$ cat src/include/cfd_pkg.sv
// Shared types and constants for the chip fault diagnostics block.
// Assumes one 10 MHz clock and a synchronous active-low reset.
package cfd_pkg;

    // Fault pulse length in PWM periods for the thermal faults
    localparam logic [2:0] PULSE_PERIODS  = 3'h4;
    // Shift-clock rising edges in one well-formed serial frame
    localparam logic [4:0] FRAME_EDGES    = 5'h10;
    localparam logic [4:0] FRAME_EDGE_MAX = 5'h11;
    // Open-drain pin: enable low means the pin is pulled low
    localparam logic       PIN_DRIVE      = 1'h0;
    localparam logic       PIN_RELEASE    = 1'h1;

    typedef struct packed {
        logic anyFaultFlag;
        logic porFlag;
        logic serialErrorFlag;
        logic supplyUndervoltageFlag;
        logic overtempFlag;
        logic tempWarningFlag;
    } cfd_diag_type;

    typedef struct packed {
        logic supplyUndervoltage;
        logic overtemp;
        logic tempWarning;
    } cfd_mask_type;

    // Raw comparator outputs, asynchronous to ref_clk
    typedef struct packed {
        logic aboveSupplyOn;
        logic belowSupplyOff;
        logic aboveShutdownTemp;
        logic aboveWarningTemp;
    } cfd_comp_type;

    localparam cfd_diag_type DIAG_CLEAR     = '{default: 1'h0};
    localparam cfd_diag_type DIAG_POR_VALUE = '{anyFaultFlag: 1'h1, porFlag: 1'h1,
                                                default: 1'h0};

    typedef enum logic [1:0] {
        PULSE_IDLE,
        PULSE_LOW,
        PULSE_HIGH
    } cfd_pulse_state_type;

endpackage

$ cat src/rtl/cfd_chip_fault_diag.sv
// Chip-level fault supervision: masks, latched diagnostic bits, thermal and
// supply fault responses, serial framing check and the open-drain fault pin.
// Assumes resetn is the logic supply monitor, pins other than comparators are
// synchronous, and diagReadDone pulses when a full diagnostic read completes.
`timescale 1ns/100ps
// How it works
// - Mask bits disable all but two diagnostics
// - Masked diagnostic sets no state or flag
// - Fault bits latch until read or reset
// - Warning sets flag; direct mode pulls low
// - Indirect warning: none, or four-period repeating pulses
// - Warning never disables gate drives
// - Steady low releases now; pulses finish
// - Overtemp: flag; direct/stop-on-fault forces drives off
// - Indirect overtemp without stop: four-period repeating pulses
// - Indirect mode without stop-on-fault: overtemp disables nothing
// - Drives wait for supply-on; supply-off flags undervoltage
// - Undervoltage: steady low, PWM input ignored
// - Undervoltage removal re-enables; flag stays latched
// - Undervoltage mask disables the supply monitor
// - Logic reset disables outputs, resets everything
// - After reset, common and reset flags set
// - Bad edge count frame writes nothing
// - Framing error keeps diag, sets flags
// - Top diag bit is OR of fault bits
// - Pulse: rest of period plus count, repeat
// - Direct mode: low whenever fault present
module cfd_chip_fault_diag (
    input  wire logic                  ref_clk,
    input  wire logic                  resetn,
    input  wire cfd_pkg::cfd_comp_type compRaw,
    input  wire cfd_pkg::cfd_mask_type faultMask,
    input  wire logic                  directMode,
    input  wire logic                  stop_on_fault_enable,
    input  wire logic                  pwmIn,
    input  wire logic                  shiftClk,
    input  wire logic                  serial_strobe_n,
    input  wire logic                  diagReadDone,
    output cfd_pkg::cfd_diag_type      diagOut,
    output logic                       fault_out_n,
    output logic                       faultOutNOe,
    output logic                       gateDriveEnable,
    output logic                       pwmIgnore,
    output logic                       frameWrite
);
    import cfd_pkg::*;

    cfd_comp_type comp;
    cfd_diag_type diag_q;
    cfd_diag_type diag_d;
    logic         supplyOk_q;
    logic         supplyOk_d;
    logic         pwmPrev_q;
    logic         pwmPrev_d;
    logic         shiftPrev_q;
    logic         shiftPrev_d;
    logic         strobePrev_q;
    logic         strobePrev_d;
    logic [4:0]   edgeCount_q;
    logic [4:0]   edgeCount_d;
    logic         frameWrite_q;
    logic         frameWrite_d;
    logic         faultOe_q;
    logic         faultOe_d;
    logic         gateEn_q;
    logic         gateEn_d;
    logic         pwmIgnore_q;
    logic         pwmIgnore_d;
    logic         twCond;
    logic         otCond;
    logic         uvTrip;
    logic         uvFault;
    logic         otStops;
    logic         pulseReq;
    logic         pulseLow;
    logic         periodTick;
    logic         strobeRise;
    logic         frameErr;
    logic         frameOk;
    logic         clearDiag;

    // Any latched fault bit, excluding the common flag itself
    function automatic logic anyFault(input cfd_diag_type d);
        anyFault = d.porFlag | d.serialErrorFlag | d.supplyUndervoltageFlag
                 | d.overtempFlag | d.tempWarningFlag;
    endfunction

    function automatic logic risingEdge(input logic now, input logic prev);
        risingEdge = now & ~prev;
    endfunction

    cfd_sync u_sync (
        .ref_clk (ref_clk),
        .resetn  (resetn),
        .rawIn   (compRaw),
        .syncOut (comp)
    );

    cfd_pulse_gen u_pulse (
        .ref_clk    (ref_clk),
        .resetn     (resetn),
        .periodTick (periodTick),
        .request    (pulseReq),
        .pulseLow   (pulseLow)
    );

    // Fault conditions, masked at the source so nothing downstream sees them
    always_comb begin
        twCond  = comp.aboveWarningTemp & ~faultMask.tempWarning;
        otCond  = comp.aboveShutdownTemp & ~faultMask.overtemp;
        // Masking the monitor leaves the supply treated as good
        uvTrip  = comp.belowSupplyOff & ~faultMask.supplyUndervoltage;
        uvFault = ~supplyOk_q & ~faultMask.supplyUndervoltage;
        otStops = otCond & (directMode | stop_on_fault_enable);
        periodTick = risingEdge(pwmIn, pwmPrev_q);
    end

    // Supply state: starts not ok so drives wait for the on comparator
    always_comb begin
        supplyOk_d = supplyOk_q;
        if (uvTrip) begin
            supplyOk_d = 1'h0;
        end else if (comp.aboveSupplyOn) begin
            supplyOk_d = 1'h1;
        end
    end

    // Serial frame checker: counts shift-clock edges while strobe is low
    always_comb begin
        pwmPrev_d    = pwmIn;
        shiftPrev_d  = shiftClk;
        strobePrev_d = serial_strobe_n;
        strobeRise   = risingEdge(serial_strobe_n, strobePrev_q);
        edgeCount_d  = edgeCount_q;
        if (!serial_strobe_n && strobePrev_q) begin
            edgeCount_d = 5'h0;
        end else if (!serial_strobe_n && risingEdge(shiftClk, shiftPrev_q)
                     && edgeCount_q != FRAME_EDGE_MAX) begin
            // Saturates one past a frame so too many edges stays visible
            edgeCount_d = edgeCount_q + 5'h1;
        end
        frameOk      = strobeRise && edgeCount_q == FRAME_EDGES;
        frameErr     = strobeRise && edgeCount_q != FRAME_EDGES;
        frameWrite_d = frameOk;
    end

    // Diagnostic register: set beats clear; bad frame never clears
    always_comb begin
        clearDiag = diagReadDone & ~frameErr;
        diag_d    = clearDiag ? DIAG_CLEAR : diag_q;
        if (twCond) begin
            diag_d.tempWarningFlag = 1'h1;
        end
        if (otCond) begin
            diag_d.overtempFlag = 1'h1;
        end
        if (uvTrip) begin
            diag_d.supplyUndervoltageFlag = 1'h1;
        end
        if (frameErr) begin
            diag_d.serialErrorFlag = 1'h1;
        end
        diag_d.anyFaultFlag = anyFault(diag_d);
    end

    // Fault pin, drive enable and PWM gating
    always_comb begin
        pulseReq = 1'h0;
        faultOe_d = PIN_RELEASE;
        if (uvFault) begin
            faultOe_d = PIN_DRIVE;
        end else if (directMode) begin
            if (twCond || otCond) begin
                faultOe_d = PIN_DRIVE;
            end
        end else if (otCond && stop_on_fault_enable) begin
            faultOe_d = PIN_DRIVE;
        end else begin
            // Warning without stop-on-fault stays silent in indirect modes
            pulseReq = otCond | (twCond & stop_on_fault_enable);
            if (pulseLow) begin
                faultOe_d = PIN_DRIVE;
            end
        end
        // Warning deliberately absent here: it never stops the motor
        gateEn_d    = ~uvFault & ~otStops;
        pwmIgnore_d = uvFault;
    end

    always_ff @(posedge ref_clk) begin
        if (!resetn) begin
            // Logic reset: outputs off, flags show that a reset happened
            diag_q       <= DIAG_POR_VALUE;
            supplyOk_q   <= 1'h0;
            pwmPrev_q    <= 1'h0;
            shiftPrev_q  <= 1'h0;
            strobePrev_q <= 1'h1;
            edgeCount_q  <= 5'h0;
            frameWrite_q <= 1'h0;
            faultOe_q    <= PIN_RELEASE;
            gateEn_q     <= 1'h0;
            pwmIgnore_q  <= 1'h1;
        end else begin
            diag_q       <= diag_d;
            supplyOk_q   <= supplyOk_d;
            pwmPrev_q    <= pwmPrev_d;
            shiftPrev_q  <= shiftPrev_d;
            strobePrev_q <= strobePrev_d;
            edgeCount_q  <= edgeCount_d;
            frameWrite_q <= frameWrite_d;
            faultOe_q    <= faultOe_d;
            gateEn_q     <= gateEn_d;
            pwmIgnore_q  <= pwmIgnore_d;
        end
    end

    // Pin data is always low; only the enable moves
    assign fault_out_n     = 1'h0;
    assign faultOutNOe     = faultOe_q;
    assign diagOut         = diag_q;
    assign gateDriveEnable = gateEn_q;
    assign pwmIgnore       = pwmIgnore_q;
    assign frameWrite      = frameWrite_q;
endmodule

$ cat src/rtl/cfd_sync.sv
// Two-stage synchroniser for the comparator levels.
// Assumes inputs are slow levels; an event narrower than one clock can be missed.
`timescale 1ns/100ps
module cfd_sync (
    input  wire logic                  ref_clk,
    input  wire logic                  resetn,
    input  wire cfd_pkg::cfd_comp_type rawIn,
    output cfd_pkg::cfd_comp_type      syncOut
);
    import cfd_pkg::*;

    cfd_comp_type firstStage_q;
    cfd_comp_type firstStage_d;
    cfd_comp_type syncOut_q;
    cfd_comp_type syncOut_d;

    // First stage feeds only the second one
    always_comb begin
        firstStage_d = rawIn;
        syncOut_d    = firstStage_q;
    end

    always_ff @(posedge ref_clk) begin
        if (!resetn) begin
            firstStage_q <= '{default: 1'h0};
            syncOut_q    <= '{default: 1'h0};
        end else begin
            firstStage_q <= firstStage_d;
            syncOut_q    <= syncOut_d;
        end
    end

    assign syncOut = syncOut_q;

endmodule

$ cat src/rtl/cfd_pulse_gen.sv
// Repeating fault pulse generator timed by PWM period starts.
// Assumes periodTick is a one-cycle pulse at each PWM period start.
`timescale 1ns/100ps
module cfd_pulse_gen (
    input  wire logic ref_clk,
    input  wire logic resetn,
    input  wire logic periodTick,
    input  wire logic request,
    output logic      pulseLow
);
    import cfd_pkg::*;

    cfd_pulse_state_type state_q;
    cfd_pulse_state_type state_d;
    logic [2:0]          count_q;
    logic [2:0]          count_d;

    always_comb begin
        state_d = state_q;
        count_d = count_q;
        case (state_q)
            PULSE_IDLE: begin
                // Goes low at once, rest of this period counts as extra
                if (request) begin
                    state_d = PULSE_LOW;
                    count_d = 3'h0;
                end
            end
            PULSE_LOW: begin
                // Low phase always finishes, even if the cause clears
                if (periodTick) begin
                    if (count_q == PULSE_PERIODS) begin
                        state_d = request ? PULSE_HIGH : PULSE_IDLE;
                        count_d = 3'h1;
                    end else begin
                        count_d = count_q + 3'h1;
                    end
                end
            end
            PULSE_HIGH: begin
                if (!request) begin
                    state_d = PULSE_IDLE;
                end else if (periodTick) begin
                    if (count_q == PULSE_PERIODS) begin
                        // Repeat starts on a period edge, so skip the remainder
                        state_d = PULSE_LOW;
                        count_d = 3'h1;
                    end else begin
                        count_d = count_q + 3'h1;
                    end
                end
            end
            default: begin
                state_d = PULSE_IDLE;
                count_d = 3'h0;
            end
        endcase
    end

    always_ff @(posedge ref_clk) begin
        if (!resetn) begin
            state_q <= PULSE_IDLE;
            count_q <= 3'h0;
        end else begin
            state_q <= state_d;
            count_q <= count_d;
        end
    end

    assign pulseLow = (state_q == PULSE_LOW);
endmodule

$ cat config.mk
export PLATFORM = sky130hd
export DESIGN_NAME = cfd_chip_fault_diag
export DESIGN_NICKNAME = d
export VERILOG_FILES = /design/src/include/cfd_pkg.sv /design/src/rtl/cfd_chip_fault_diag.sv /design/src/rtl/cfd_sync.sv /design/src/rtl/cfd_pulse_gen.sv
export SDC_FILE = /design/constraint.sdc
export NUM_CORES = 1
export LEC_CHECK = 0
export BUFFER_PORTS_ARGS = -buffer_cell sky130_fd_sc_hd__buf_2
export CORE_UTILIZATION = 45
export CTS_CLUSTER_SIZE = 14
export DETAILED_ROUTE_END_ITERATION = 10
export PLACE_DENSITY_LB_ADDON = 0.1
export SLEW_MARGIN = 0
export SYNTH_ARGS = -nofsm -noshare
export SYNTH_HDL_FRONTEND = slang
export SYNTH_SLANG_ARGS = --single-unit
export TNS_END_PERCENT = 1
$ cat constraint.sdc
create_clock -name ref_clk -period 1.6 [get_ports ref_clk]
set_clock_uncertainty 0.15 [all_clocks]
set_input_delay 0.4 -clock ref_clk [delete_from_list [all_inputs] [get_ports ref_clk]]
set_output_delay 0.4 -clock ref_clk [all_outputs]
set_load 0.05 [all_outputs]
==> summary.md <==
| Metric | Value |
|---|---|
| Status | `complete, but fails checks` |
| Failing checks | `DRC, setup timing` |
| Mapped cell area | `0.00138 mm²` |
| DRT iter0 DRCs | `53` |
| Ant diodes | `0` |
| Die height | `57.4 µm` |
| Max VDD drop | `0.000462 V` |
| Layout area overhead | `37.0%` |
| Number of global-route vias before repair | `1218` |
| DP Wirelength | `2.19 mm` |
| Total Power | `0.00190 W` |
| Synth top area share | `0.464` |
| Vias per cell | `5.24` |
| Grt met1 use | `0.184` |
| Avg Inst Size Synth | `9.39 µm²` |
| Fill cells | `232` |
| Max cap viols | `0` |
| Fraction of layout cells with a size suffix above 1 | `0.419` |
| Largest stage delay, worst path | `350 ps` |
| Core area | `0.00283 mm²` |
| Cell count along the critical path | `8` |
| Root Driver | `clkbuf_4` |
| Routed WL per cell | `13.0 µm` |
| Largest fanout on the critical path | `5` |
| Sequential area share after synthesis | `0.464` |
| Total track usage | `0.196` |
| Setup WS post-layout | `-86.6 ps` |
| Crit path cell chain | `inv_2, ha_1, nor4bb_1, nor4b_2, buf_4, nand4_1, xor2_1, nor2_1` |
| GR Layer Usage met2 | `0.369` |
| CTS Sinks | `32` |
| Post-synthesis register bit count | `32` |
| Worst reg2reg path depth | `8` |
| Full die area | `0.00329 mm²` |
| Clk slew on worst S/H paths | `100 ps` |
| Met3 usage | `0.0771` |
| IO Port Bufs | `24` |
| Worst Path Required | `1690 ps` |
| Largest net degree at the start of global routing | `17` |
| GP Congestion | `0.798` |
| Synth cell types | `35` |
| WL final | `3.04 mm` |
| Path type of the worst setup path | `flip-flop to flip-flop` |
| Initial antenna violation count | `0` |
| Hold depth | `2` |
| Min-Delay Path Class | `primary input to flip-flop` |
| Lkg Pwr | `0.842 nW` |
| Worst-Skew Late Latency | `340 ps` |
| CTS HTree Levels | `2` |
| 1st-pass router iterations | `7` |
| EDFF count, synth | `0` |
| Num rows | `19` |
| Post-synthesis cell count | `147` |
| CP arrival | `1780 ps` |
| DRC violations left | `3` |
| Nets | `226` |
| Asr flop ratio synth | `0` |
| DIE WIDTH | `57.4 µm` |
| Setup slack at placement | `-255 ps` |
| Vias post-DR | `1225` |
| Non-filler cells, final | `234` |
| Ports | `26` |
| Total CTS buffers | `5` |
| Endpoint type of the worst setup path | `flip-flop` |
| GRT busiest layer | `met2` |
| CTS tree | `yes` |
| Dominant synthesized flop cell | `dfxtp_1` |
| Final Hold Fails | `0` |
| # setup viols final | `5` |
| Critical path's top delay family | `simple AND/OR/NAND/NOR gates` |
| ANT nets after route | `0` |
| RSZ-0062 raised after global routing | `yes` |
| Top cells by area, synth | `dfxtp_1 46%, ha_1 8.2%, and2_1 4.5%` |
| Congestion Overflow GR | `0` |
| Final period util | `1.05` |
| Synth warn | `0` |
| DP Cell Count | `223` |
| First-pass GRT wire length | `4.80 mm` |
| Mapped Nets | `171` |
| Final Max Tran Viols | `0` |
| Worst setup SP type | `flip-flop` |
| Initial Utilization | `0.488` |
| # hold bufs at CTS | `0` |
| Minimum clock period after layout | `1690 ps` |
| Pwr dens | `1000 mW/mm²` |
| Fmax | `0.593 GHz` |
| Slowest cell on crit path | `dfxtp_2` |
| CP bufs+invs | `2` |
| CTS Buffer Depth | `2` |
| Synth area leader | `dfxtp_1` |
layer usage:
layer / wire length [µm] / part of all wire / up-vias
li1: - / - / 609
met1: 1220 / 0.40 / 573
met2: 1580 / 0.52 / 35
met3: 192 / 0.063 / 8
met4: 47 / 0.015 / 0
met5: 0 / 0 / -
flip-flops by register name, indices dropped and copies added (netlist names), 2 cells and up:
| signal | cells |
|---|---|
| diagOut | 6 |
| edgeCount_q | 5 |
| u_pulse.count_q | 3 |
| u_pulse.state_q | 2 |
| u_sync.firstStage_q | 4 |
| u_sync.syncOut | 4 |
logic make-up after synthesis:
family	Yosys count	share of synthesized area
AO/OA/AOI/OAI	25	0.121
XOR/XNOR	4	0.0254
adder cells (fa/ha/maj)	9	0.0816
buffers and inverters	14	0.0408
flip-flops	32	0.464
multiplexers	3	0.0218
other	1	0.00272
AND/OR/NAND/NOR	59	0.243
layout make-up:
class                      instances  area, µm²  share of cell area
sequential                        32        649               0.343
clock buffer                       7       55.1              0.0291
tap                               31       38.8              0.0205
timing repair buffer              51        327               0.173
multi-input combinational        101        772               0.408
inverter                          11       41.3              0.0218
clock inverter                     1       7.51             0.00397
cell usage after synthesis (5+ instances only):
master,count
a21oi_1,10
and2_1,10
dfxtp_1,32
ha_1,9
inv_1,11
nand2_1,11
nand4_1,5
nor2_1,15
o21ai_0,7
through the flow:
step / util / hold slack (ps) / area [µm²] / setup TNS [ps]
after global placement: 0.607 / 263 / 1720 / -793
final: 0.668 / 117 / 1890 / -321
after CTS: 0.648 / 108 / 1830 / -237
after floorplan: - / 262 / 1390 / -533
after detailed placement: 0.607 / 268 / 1720 / -1230
after global routing: 0.668 / 92.8 / 1890 / -840
worst register-to-register path: stages, from the launching register on:
cell and delay (ps):
dfxtp_2 350, inv_2 40, ha_1 160, nor4bb_1 130, nor4b_2 220, buf_4 180
nand4_1 130, xor2_1 180, nor2_1 50
layout by cell type, fill, tap and decap left out, types with 5 or more instances in the layout:
cell type	synthesis	layout
buf_4	1	26
clkbuf_4	0	5
and2_1	10	10
buf_2	0	24
nand2_1	11	11
nand4_1	5	5
ha_1	9	8
dfxtp_1	32	25
inv_1	11	8
a21oi_1	10	9
dfxtp_2	0	7
nor2_1	15	15
report_power, final:
| part | internal [W] | total [W] | switching, W |
|---|---|---|---|
| logic | 0.000268 | 0.000546 | 0.000278 |
| registers | 0.000841 | 0.000862 | 0.0000206 |
| clock network | 0.000215 | 0.000490 | 0.000275 |
what timing repair did:
| item | CTS | global route |
|---|---|---|
| setup endpoints to repair | 10 | 15 |
| gates resized for setup | 14 | 14 |
| buffers inserted | 3 | 0 |
| pin swaps | 5 | 2 |
| hold endpoints to repair | 0 | 0 |
path summary, 6_finish.rpt:
path,to,start,slack [ps]
setup / recovery,edgeCount_q[3],edgeCount_q[1],-90
hold / removal,u_sync.firstStage_q[2],compRaw[2],120
setup reg to reg,edgeCount_q[3],edgeCount_q[1],-90
hold reg to reg,u_sync.syncOut[2],u_sync.firstStage_q[2],290
Note: power is estimated with default switching activity, not from simulation.
